<file path="src/include/adc_seq_defines.svh">
// register offsets, field positions and reset values of the sequencer block
`ifndef ADC_SEQ_DEFINES_SVH
`define ADC_SEQ_DEFINES_SVH
`define OFS_CTRL 8'h00
`define OFS_PRIO 8'h04
`define OFS_TSEL 8'h08
`define OFS_SWTRIG 8'h0C
`define OFS_LEN 8'h10
`define OFS_STATUS 8'h14
`define OFS_CMPCFG 8'h18
`define OFS_CMPLVL0 8'h1C
`define OFS_CMPLVL1 8'h20
`define OFS_CMPCLR 8'h24
`define OFS_STEP0 8'h40
`define OFS_STEPEND 8'h84
`define CTRL_AVG_LSB 4
`define AVG_MAX 3'h6
`define LVL_HIGH_LSB 16
`define PRIO_RST 8'hE4
`define TSEL_RST 8'h00
`define LEN_RST 10'h000
`define LOW_RST 12'h000
`define HIGH_RST 12'hFFF
`define SEQ1_BASE 5'h08
`define SEQ2_BASE 5'h0C
`define SEQ3_BASE 5'h10
`endif

</file>
<file path="src/include/adc_seq_pkg.sv">
// types of the sequencer and digital comparator block
package adc_seq_pkg;
    typedef enum logic [3:0] {
        fault_path_off = 4'h0,
        fault_low_band_every = 4'h1,
        fault_low_band_entry = 4'h2,
        fault_low_band_hyst_every = 4'h3,
        fault_low_band_hyst_entry = 4'h4,
        fault_mid_band_every = 4'h5,
        fault_mid_band_entry = 4'h6,
        fault_high_band_every = 4'h7,
        fault_high_band_entry = 4'h8,
        fault_high_band_hyst_every = 4'h9,
        fault_high_band_hyst_entry = 4'hA
    } cmp_mode_t;
    typedef enum logic [1:0] {
        BAND_NONE = 2'h0, BAND_LOW = 2'h1, BAND_MID = 2'h2, BAND_HIGH = 2'h3
    } band_t;
    typedef enum logic [2:0] {
        ST_IDLE = 3'b001, ST_ISSUE = 3'b010, ST_WAIT = 3'b100
    } seq_state_t;
    typedef enum logic [1:0] {
        TRIG_SOFT = 2'h0, TRIG_EXT = 2'h1, TRIG_ALWAYS = 2'h2, TRIG_OFF = 2'h3
    } trig_src_t;
    typedef struct packed {
        logic req;
        logic [4:0] chan;
    } conv_req_t;
    typedef struct packed {
        logic valid;
        logic [1:0] seq;
        logic [2:0] step;
        logic [11:0] data;
    } result_t;
    typedef struct packed {
        band_t prev;
        logic armed;
    } path_hist_t;
    typedef struct packed {
        logic fire;
        path_hist_t hist;
    } path_out_t;
    typedef struct packed {
        seq_state_t st;
        logic [3:0] en;
        logic [2:0] avg;
        logic [7:0] prio;
        logic [7:0] tsel;
        logic [9:0] len;
        logic [16:0][7:0] step;
        logic [1:0][7:0] ccfg;
        logic [1:0][11:0] clow;
        logic [1:0][11:0] chigh;
        logic [3:0] pend;
        logic [1:0] seq;
        logic [2:0] idx;
        logic [17:0] acc;
        logic [6:0] cnt;
        conv_req_t conv;
        result_t res;
        logic [1:0] fault;
        logic [1:0] irq;
        path_hist_t [1:0] hf;
        path_hist_t [1:0] hi;
        logic [3:0] s1;
        logic [3:0] s2;
        logic [3:0] s3;
        logic [31:0] rdata;
        logic err;
    } ctrl_state_t;
endpackage

</file>
<file path="src/adc_seq_ctrl.sv">
// sample sequencers, averaging and digital comparators with apb registers
//
// Contract
// - four sequencers, depths eight, four, four, one
// - each step picks any channel or sensor
// - each sequencer has own trigger source
// - highest priority pending sequencer served first
// - averaging 2x to 64x, shared by all
// - one averaged result per sample group
// - fault and irq modes evaluated in parallel
// - disabled fault mode never asserts fault
// - always mode asserts on every band result
// - once mode asserts only on band entry
// - low hysteresis every needs high since last
// - high hysteresis every needs low since last
// - low hysteresis entry needs high since last
// - high hysteresis entry needs low since last
// - irq path same modes, off never fires
// - low at or below low, high above high
// - fault and irq history cleared separately
// - averaging factor zero delivers raw conversions
//
// Register access over APB and the placing of the registers were chosen for this implementation.
`include "adc_seq_defines.svh"
module adc_seq_ctrl
    import adc_seq_pkg::*;
(
    // clock and reset
    input wire logic CORE_CLK,
    input wire logic SYS_RST,
    // apb slave
    input wire logic PSEL,
    input wire logic PENABLE,
    input wire logic PWRITE,
    input wire logic [7:0] PADDR,
    input wire logic [31:0] PWDATA,
    output logic [31:0] PRDATA,
    output logic PREADY,
    output logic PSLVERR,
    // external trigger pins
    input wire logic [3:0] EXT_TRIG,
    // conversion core
    output conv_req_t CONV,
    input wire logic CONV_DONE,
    input wire logic [11:0] CONV_DATA,
    // results and comparator events
    output result_t RESULT,
    output logic [1:0] FAULT_TRIG,
    output logic [1:0] CMP_IRQ
);
    ctrl_state_t q;
    ctrl_state_t n;
    logic done;
    logic [4:0] flat;
    logic [2:0] last;
    logic [6:0] target;
    logic [17:0] acc_new;
    logic group_end;
    logic [11:0] avg_data;
    logic [7:0] cur_step;
    logic cmp_sel;
    band_t band;
    logic [3:0] ext_rise;

    // --------------------------------------------------------------
    // comparator path
    // --------------------------------------------------------------
    function automatic path_out_t path_eval(input cmp_mode_t m, input band_t b,
                                            input path_hist_t h);
        path_out_t o;
        logic entry;
        entry = (b != h.prev);
        o.fire = 1'b0;
        o.hist.prev = b;
        o.hist.armed = 1'b0;
        case (m)
            fault_low_band_every: o.fire = (b == BAND_LOW);
            fault_low_band_entry: o.fire = (b == BAND_LOW) && entry;
            fault_low_band_hyst_every: o.fire = (b == BAND_LOW) && h.armed;
            fault_low_band_hyst_entry: o.fire = (b == BAND_LOW) && entry && h.armed;
            fault_mid_band_every: o.fire = (b == BAND_MID);
            fault_mid_band_entry: o.fire = (b == BAND_MID) && entry;
            fault_high_band_every: o.fire = (b == BAND_HIGH);
            fault_high_band_entry: o.fire = (b == BAND_HIGH) && entry;
            fault_high_band_hyst_every: o.fire = (b == BAND_HIGH) && h.armed;
            fault_high_band_hyst_entry: o.fire = (b == BAND_HIGH) && entry && h.armed;
            default: o.fire = 1'b0;
        endcase
        if (m == fault_low_band_hyst_every || m == fault_low_band_hyst_entry) begin
            o.hist.armed = (b == BAND_HIGH) | (h.armed & ~o.fire);
        end
        if (m == fault_high_band_hyst_every || m == fault_high_band_hyst_entry) begin
            o.hist.armed = (b == BAND_LOW) | (h.armed & ~o.fire);
        end
        return o;
    endfunction

    // --------------------------------------------------------------
    // datapath helpers
    // --------------------------------------------------------------
    always_comb begin
        case (q.seq)
            2'h0: flat = 5'(q.idx);
            2'h1: flat = `SEQ1_BASE + 5'(q.idx);
            2'h2: flat = `SEQ2_BASE + 5'(q.idx);
            default: flat = `SEQ3_BASE;
        endcase
        case (q.seq)
            2'h0: last = q.len[2:0];
            2'h1: last = {1'b0, q.len[5:4]};
            2'h2: last = {1'b0, q.len[9:8]};
            default: last = 3'h0;
        endcase
    end

    assign done = (q.st == ST_WAIT) & CONV_DONE;
    assign target = 7'h01 << q.avg;
    assign acc_new = q.acc + 18'(CONV_DATA);
    assign group_end = (7'(q.cnt + 7'h01) == target);
    assign avg_data = 12'(acc_new >> q.avg);
    assign cur_step = q.step[flat];
    assign cmp_sel = cur_step[6];
    assign band = (avg_data <= q.clow[cmp_sel]) ? BAND_LOW :
                  (avg_data <= q.chigh[cmp_sel]) ? BAND_MID : BAND_HIGH;
    assign ext_rise = q.s2 & ~q.s3;

    // --------------------------------------------------------------
    // next state
    // --------------------------------------------------------------
    always_comb begin
        logic wr;
        logic hit;
        logic [31:0] rd;
        logic [3:0] swt;
        logic [3:0] set;
        logic [3:0] take;
        logic found;
        logic [1:0] best;
        logic [1:0] bestp;
        logic [4:0] sidx;
        path_out_t pf;
        path_out_t pi;
        n = q;
        wr = PSEL & PENABLE & PWRITE;
        hit = 1'b1;
        rd = 32'h0000_0000;
        swt = 4'h0;
        set = 4'h0;
        take = 4'h0;
        found = 1'b0;
        best = 2'h0;
        bestp = 2'h3;
        sidx = 5'(PADDR[7:2] - 6'h10);
        pf = '0;
        pi = '0;
        n.s1 = EXT_TRIG;
        n.s2 = q.s1;
        n.s3 = q.s2;
        n.conv.req = 1'b0;
        n.res.valid = 1'b0;
        n.fault = 2'h0;
        n.irq = 2'h0;
        // register decode
        case (PADDR)
            `OFS_CTRL: rd = {25'h0, q.avg, q.en};
            `OFS_PRIO: rd = {24'h0, q.prio};
            `OFS_TSEL: rd = {24'h0, q.tsel};
            `OFS_SWTRIG: rd = 32'h0000_0000;
            `OFS_LEN: rd = {22'h0, q.len};
            `OFS_STATUS: rd = {4'h0, q.hf[1].prev, q.hf[0].prev, 4'h0, q.pend,
                               5'h00, q.idx, 2'h0, q.seq, 1'b0, q.st};
            `OFS_CMPCFG: rd = {16'h0, q.ccfg[1], q.ccfg[0]};
            `OFS_CMPLVL0: rd = {4'h0, q.chigh[0], 4'h0, q.clow[0]};
            `OFS_CMPLVL1: rd = {4'h0, q.chigh[1], 4'h0, q.clow[1]};
            `OFS_CMPCLR: rd = 32'h0000_0000;
            default: begin
                if (PADDR >= `OFS_STEP0 && PADDR < `OFS_STEPEND && PADDR[1:0] == 2'h0) begin
                    rd = {24'h0, q.step[sidx]};
                end else begin
                    hit = 1'b0;
                end
            end
        endcase
        if (PSEL & ~PENABLE) begin
            n.rdata = rd;
            n.err = ~hit;
        end
        if (wr) begin
            case (PADDR)
                `OFS_CTRL: begin
                    n.en = PWDATA[3:0];
                    n.avg = (PWDATA[6:4] > `AVG_MAX) ? `AVG_MAX : PWDATA[6:4];
                end
                `OFS_PRIO: n.prio = PWDATA[7:0];
                `OFS_TSEL: n.tsel = PWDATA[7:0];
                `OFS_SWTRIG: swt = PWDATA[3:0];
                `OFS_LEN: n.len = PWDATA[9:0];
                `OFS_CMPCFG: n.ccfg = PWDATA[15:0];
                `OFS_CMPLVL0: begin
                    n.clow[0] = PWDATA[11:0];
                    n.chigh[0] = PWDATA[`LVL_HIGH_LSB +: 12];
                end
                `OFS_CMPLVL1: begin
                    n.clow[1] = PWDATA[11:0];
                    n.chigh[1] = PWDATA[`LVL_HIGH_LSB +: 12];
                end
                `OFS_CMPCLR: begin
                    if (PWDATA[0]) n.hf[0] = '0;
                    if (PWDATA[1]) n.hi[0] = '0;
                    if (PWDATA[2]) n.hf[1] = '0;
                    if (PWDATA[3]) n.hi[1] = '0;
                end
                default: begin
                    if (hit && PADDR >= `OFS_STEP0) n.step[sidx] = PWDATA[7:0];
                end
            endcase
        end
        // trigger sources
        for (int i = 0; i < 4; i++) begin
            case (trig_src_t'(q.tsel[2*i +: 2]))
                TRIG_SOFT: set[i] = swt[i];
                TRIG_EXT: set[i] = ext_rise[i];
                TRIG_ALWAYS: set[i] = 1'b1;
                default: set[i] = 1'b0;
            endcase
        end
        set = set & q.en;
        // arbitration
        for (int i = 0; i < 4; i++) begin
            if (q.pend[i] && q.en[i] && (!found || q.prio[2*i +: 2] < bestp)) begin
                found = 1'b1;
                best = 2'(i);
                bestp = q.prio[2*i +: 2];
            end
        end
        // sequencer
        case (q.st)
            ST_IDLE: begin
                if (found) begin
                    take[best] = 1'b1;
                    n.seq = best;
                    n.idx = 3'h0;
                    n.acc = 18'h0_0000;
                    n.cnt = 7'h00;
                    n.st = ST_ISSUE;
                end
            end
            ST_ISSUE: begin
                n.conv.req = 1'b1;
                n.conv.chan = cur_step[4:0];
                n.st = ST_WAIT;
            end
            ST_WAIT: begin
                if (done) begin
                    n.acc = acc_new;
                    n.cnt = 7'(q.cnt + 7'h01);
                    n.st = ST_ISSUE;
                    if (group_end) begin
                        n.acc = 18'h0_0000;
                        n.cnt = 7'h00;
                        n.res.valid = 1'b1;
                        n.res.seq = q.seq;
                        n.res.step = q.idx;
                        n.res.data = avg_data;
                        if (cur_step[5]) begin
                            pf = path_eval(cmp_mode_t'(q.ccfg[cmp_sel][3:0]), band,
                                           q.hf[cmp_sel]);
                            pi = path_eval(cmp_mode_t'(q.ccfg[cmp_sel][7:4]), band,
                                           q.hi[cmp_sel]);
                            n.hf[cmp_sel] = pf.hist;
                            n.hi[cmp_sel] = pi.hist;
                            n.fault[cmp_sel] = pf.fire;
                            n.irq[cmp_sel] = pi.fire;
                        end
                        if (q.idx == last) begin
                            n.st = ST_IDLE;
                        end else begin
                            n.idx = 3'(q.idx + 3'h1);
                        end
                    end
                end
            end
            default: n.st = ST_IDLE;
        endcase
        n.pend = (q.pend & ~take) | set;
    end

    // --------------------------------------------------------------
    // state register
    // --------------------------------------------------------------
    always_ff @(posedge CORE_CLK or posedge SYS_RST) begin
        if (SYS_RST) begin
            q <= '0;
            q.st <= ST_IDLE;
            q.prio <= `PRIO_RST;
            q.tsel <= `TSEL_RST;
            q.len <= `LEN_RST;
            q.clow <= {`LOW_RST, `LOW_RST};
            q.chigh <= {`HIGH_RST, `HIGH_RST};
        end else begin
            q <= n;
        end
    end

    assign PRDATA = q.rdata;
    assign PREADY = 1'b1;
    assign PSLVERR = q.err;
    assign CONV = q.conv;
    assign RESULT = q.res;
    assign FAULT_TRIG = q.fault;
    assign CMP_IRQ = q.irq;
endmodule

</file>
<file path="config.mk">
export PLATFORM = sky130hd
export DESIGN_NAME = adc_seq_ctrl
export DESIGN_NICKNAME = d
export VERILOG_FILES = /design/src/include/adc_seq_pkg.sv /design/src/adc_seq_ctrl.sv
export VERILOG_INCLUDE_DIRS = /design/src /design/src/include
export SDC_FILE = /design/constraint.sdc
export NUM_CORES = 1
export LEC_CHECK = 0
export BUFFER_PORTS_ARGS = -buffer_cell sky130_fd_sc_hd__buf_2
export CAP_MARGIN = 20
export CORE_MARGIN = 4
export CORE_UTILIZATION = 25
export CTS_BUF_LIST = sky130_fd_sc_hd__clkbuf_2 sky130_fd_sc_hd__clkbuf_4 sky130_fd_sc_hd__clkbuf_8
export DETAILED_ROUTE_END_ITERATION = 6
export GPL_TIMING_DRIVEN = 1
export PLACE_DENSITY_LB_ADDON = 0.2
export SLEW_MARGIN = 20
export SYNTH_ARGS = -nofsm -noshare
export SYNTH_HDL_FRONTEND = slang
export SYNTH_SLANG_ARGS = --single-unit
</file>
<file path="constraint.sdc">
create_clock -name CORE_CLK -period 32.2 [get_ports CORE_CLK]
set_input_delay 9.66 -clock CORE_CLK [delete_from_list [all_inputs] [get_ports CORE_CLK]]
set_output_delay 9.66 -clock CORE_CLK [all_outputs]
set_load 0.01 [all_outputs]
</file>
Word level (Yosys, flattened, before mapping)
Index checks and enable logic that the tools add are counted.
Cells by class
  add/subtract/negate cells: 6
  order comparisons: 15
  equal/unequal tests: 53
  shifts and indexed selects: 2
  muxes and demuxes: 95
  bitwise logic cells: 23
  reduce and logical (&&, ||, !) cells: 61
Operators with widths (number)
  $pmux W28 S9: 1
  $bwmux W136: 1
  $mux W34: 3
  $mux W28: 3
  $bmux W8 S5: 2
  $mux W12: 6
  $pmux W28 S2: 1
  $mux W3: 14
  $demux W8 S5: 1
  $mux W8: 5
  $eq A4 B3 Y1 const B: 8
  $eq A8 B5 Y1 const B: 4
  $mux W1: 30
  $logic_and A1 B1 Y1: 27
  $eq A4 B4 Y1 const B: 6
  $le A12 B12 Y1: 2
  $pmux W1 S10: 2
  $add A18 B12 Y18: 1
  $pmux W3 S3: 2
  $reduce_and A2 Y1: 9
  $shr A18 B3 Y12: 1
  $eq A4 B2 Y1 const B: 4
  $eq A8 B4 Y1 const B: 2
  $eq A8 B6 Y1 const B: 2
  other kinds (54): 118
Storage, ports and cells
  register bits: 355
  logic and storage cells: 310

Longest topological paths before layout
  word-level depth: 31
  gate-level depth with buffers: 26

Worst setup path after synthesis
OpenSTA, ideal clock, no wires.
  kind: in2reg
  start: input port CONV_DATA[0]
  end: register q[51] (netlist bit)
  setup time: 0.095 ns
  arrival time: 14.539 ns
  required time: 32.105 ns
  slack: 17.566 ns
  cell stages on the path: 23
  path through: ha_1 -> inv_1 -> fa_1 -> nor2b_1 -> o21ai_0 -> a21oi_1 -> o21ai_0 -> o21ai_0 -> clkbuf_1 -> nor3b_1 -> xnor2_1 -> a21oi_1 -> o22a_1 -> ha_1 -> a211oi_1 -> o21ai_0 -> o41ai_1 -> buf_2 -> a21oi_1 -> a211o_1 -> a32oi_1 -> a41oi_1 -> o31ai_1
RTL lines
  start, declared: RTL line adc_seq_ctrl.sv:45  | input wire logic [11:0] CONV_DATA,
  end signal, assigned: RTL line adc_seq_ctrl.sv:301  | q <= n;
  end, declared: RTL line adc_seq_ctrl.sv:51  | ctrl_state_t q;

==> implementation parameters <==
Parameter                              Value

Synthesis
  Synthesized instance count ... about 1,800
  Flip-flop and latch count after synthesis ... about 350
  Async SR Flop Fraction ... 100.0%
  Count of warnings emitted by yosys ... 0
  Number of distinct library cells after synthesis ... between 80 and 90
  Total standard cell area after synthesis ... between 20,000 and 25,000 um2
  Fraction of the yosys area taken by sequential cells ... between 40% and 50%
  Per-instance average area after synthesis ... between 10 and 15 um2
  Leading register cell type out of synthesis ... dfrtp_1
  Number of enable-type register cells in the synthesized netlist ... 0

Setup path
  Cell with the biggest individual delay on the critical path ... a222oi_1
  Data arrival time of the critical path ... around 15,000 ps
  Beginning of the worst register-to-register path ... q[112]
  Largest fanout on the critical path ... 14
  CP top delay family ... compound AO/OA/AOI/OAI gates
  Kind of critical path ... in2reg
  Crit path capture type ... register
  Delay of the slowest cell on the worst path ... between 500 and 600 ps
  Data required time at the worst endpoint ... around 33,000 ps
  Number of buffer and inverter stages on the critical path ... 4
  Worst setup path startpoint ... CONV_DATA[0]
  Kind of start point of the critical path ... primary input
  Cells traversed along the worst timing path ... buf_2, ha_1, inv_1, fa_1, nor2b_1, o21ai_0, a21oi_1, o21ai_0, o21ai_0, buf_4, nor3b_1, xnor2_1, a21oi_1, o22a_1, ha_1, a211oi_1, o21ai_0, o41ai_2, buf_4, nor2_1, mux2_4, or3b_1, a222oi_1, nor2_1
  CP most frequent cell ... o21ai_0

Clock network
  Register clock-pin slew on the reported worst setup and hold paths ... roughly 50 ps
  CTS tree ... done
  CTS Root Buffer Type ... clkbuf_8
  Largest buffer count on any clock path ... 3
  Post-CTS resize count ... 0
  Number of buffers added for setup after CTS ... 0
  CTS Buf Count ... 73
  # H-tree levels ... 3
  CTS sink count ... about 350
  Hold-fix buffers at CTS ... 0
  Clock network latency to the later pin of the worst-skew pair ... 670 ps

Finish
  Area taken by multi-input logic gates ... between 10,000 and 15,000 um2
  Sequential cell area ... roughly 8800 um2
  Leading cell type in the layout, fill and taps excluded ... dfrtp_1
  Post-layout instance count excluding filler cells ... approximately 3,000
  Number of nets in the layout ... 1,967
  Count of filler cells inserted in the layout ... 8,352
  Final instance area ... around 23,000 um2
  Most frequent cells in the layout ... 322 x dfrtp_1, 226 x mux2_2, 127 x nand2_1
  Area growth, synth to finish ... 13.76%
  Share of cells above drive strength 1 ... between 30% and 40%

STA
  Post-route minimum period ... ~15,000 ps
  Final setup vio count ... 0
  Max Clock Skew ... 33.96 ps
  Total Neg Setup Slack ... 0 ps
  Worst relative slew slack ... about a third
  Slew of the pin with the lowest slew margin ... 998.6 ps
  Setup repair after global routing missed its margin ... false
  Number of endpoints with negative hold slack in the final report ... 0
  Final cycle utilization of the critical path ... around 46%
  Count of pins over their slew limit ... 0
  F_max ... 67.03 MHz

Hold path
  Startpoint of the most critical hold path ... n[39]
  Type of the tightest min-delay check ... reg2reg

Global routing
  Maximum number of pins on one net before global-route repair ... between 150 and 200
  Total routing usage reported by global routing ... between 10% and 20%
  Number of global-route vias before repair ... 15,600
  Initial antenna violation count ... 1
  Leftover overflow at the end of global routing ... 0
  Wire length of the first global-routing pass ... 100,600 um

Power
  VDD IR-drop max ... between 0.03 and 0.04 mV
  Total power consumption of the routed design ... between 1 and 1.5 mW
  Leak pwr ... between 10 and 15 nW
  Total power per unit cell area ... around 51 nW/um2

Status
  Result of the run ... completed

Floorplanning
  Top-Level Pins ... around 120
  Full die area ... roughly 86,000 um2
  Width of the die ... around 290 um
  Starting density of the core ... approximately a quarter
  Rows ... ~100
  Area of the placeable core ... 80,420 um2
  Die Height ... ~290 um

Detailed routing
  Drt total wl ... 66,580 um
  Post-DR vias/cell ... 5.101
  Average routed wire per standard cell ... ~22 um
  Count of nets left with antenna violations after detail routing ... 0
  Vias after detailed routing ... 15,200
  Pre-antenna DRT Iters ... 7
  DRC errors left ... 0
  DRT iter0 DRCs ... approximately 870

Place
  Total half-perimeter wirelength after legalization and detailed placement ... approximately 44,000 um
  Last weighted congestion value of the routability-driven placer ... approximately 0.8
  Post-place instance area ... 21,450 um2
  Port buffer count ... between 100 and 150
  Placed cell count ... between 2,000 and 3,000

Flow run
  Max-capacitance violation count ... 0
==> cells in the mapped netlist, types with 9 or more instances <==
library cell	n	area share, %
nor2_1	107	2.0
nand2b_1	17	0.52
buf_2	21	0.52
o31ai_1	11	0.41
a22oi_1	51	1.9
mux2_1	27	1.5
nand4_1	16	0.49
nand2_1	127	2.4
o22ai_1	16	0.49
nor2b_1	18	0.56
a211oi_1	10	0.37
and3_1	15	0.46
mux2i_1	64	3.2
dfstp_2	29	3.8
xor2_1	12	0.52
ha_1	41	2.5
nor2_4	12	0.67
nand3_1	37	0.91
mux2_2	226	13
a31oi_1	21	0.65
buf_4	65	2.4
nor3_1	10	0.25
dfrtp_1	322	40
o211ai_1	21	0.78
a21oi_1	78	1.9
inv_1	29	0.54
a22o_1	13	0.56
a221oi_1	12	0.52
a21o_1	9	0.33
xnor2_1	14	0.60
o221ai_1	15	0.65
mux4_2	56	6.2
o21ai_0	78	1.9
nor4_1	9	0.28
and2_1	10	0.31
clkbuf_1	86	1.6
==> per-stage QoR <==
| step | utilization [%] | setup WS, ps | hold WS (ps) |
|---|---|---|---|
| after floorplan | - | 12850 | 331.2 |
| after global placement | 26.67 | 16510 | 343.2 |
| after detailed placement | 26.67 | 16500 | 343.4 |
| after CTS | 28.67 | 17190 | 355.6 |
| final | 28.68 | 17280 | 355.9 |
| after global routing | 28.67 | 16700 | 364.8 |
==> where the power goes <==
group | leakage (nW) | total, mW | switching [mW] | internal [mW]
clock network | 0.856 | 0.520 | 0.214 | 0.306
registers | 4.70 | 0.468 | 0.0159 | 0.452
logic | 4.68 | 0.178 | 0.117 | 0.0609
total | 10.2 | 1.17 | 0.347 | 0.819
==> final cells by class <==
class                      count  share of cell area (%)
multi-input combinational   1268                   45.14
clock buffer                 118                   6.391
tap                         1060                   5.751
timing repair buffer         139                   3.342
clock inverter                13                  0.5751
sequential                   351                   38.25
antenna                        1                 0.01085
inverter                      30                  0.5426
==> kinds of logic (layout without fill, tap and decap cells) <==
| logic type | Yosys count | count (layout) | synth area share (%) |
|---|---|---|---|
| AND/OR/NAND/NOR | 417 | 417 | 10.38 |
| AO/OA/AOI/OAI | 403 | 403 | 13.34 |
| multiplexers | 375 | 375 | 23.58 |
| flip-flops | 351 | 351 | 43.51 |
| buffers and inverters | 213 | 300 | 5.395 |
| adder cells (fa/ha/maj) | 42 | 42 | 2.629 |
| XOR/XNOR | 26 | 26 | 1.123 |
| other | 2 | 6 | 0.03705 |
==> registers in the layout (all words and copies together), names as in the netlist <==
| signal | cells |
|---|---|
| RESULT | 18 |
| q | 286 |
| n | 8 |
| PSLVERR | 1 |
| PRDATA | 28 |
| FAULT_TRIG | 2 |
| CONV | 6 |
| CMP_IRQ | 2 |
==> path summary, 6_finish.rpt <==
| check | endpoint | slack [ps] | depth (start not counted) |
|---|---|---|---|
| worst max-delay path | CMP_IRQ[0] | 17280 | 24 |
| worst min-delay path | n[35] | 360 | 0 |
| worst max register to register | CMP_IRQ[0] | 25730 | 17 |
| worst min register to register | n[35] | 360 | 0 |
| max in group asynchronous | FAULT_TRIG[0] | 21660 | 3 |
| min in group asynchronous | CONV[5] | 9100 | 2 |
==> routing by layer <==
metal / part of all wire (%) / wire length [um] / up-vias / track usage [%]
met5: 0.011 / 7 / - / 0
met4: 3.2 / 2134 / 2 / 4.977
met3: 5.9 / 3902 / 119 / 3.541
met2: 47 / 31440 / 433 / 25.16
met1: 44 / 29100 / 7807 / 20.03
li1: - / - / 6839 / -
Note: power is estimated with default switching activity, not from simulation.
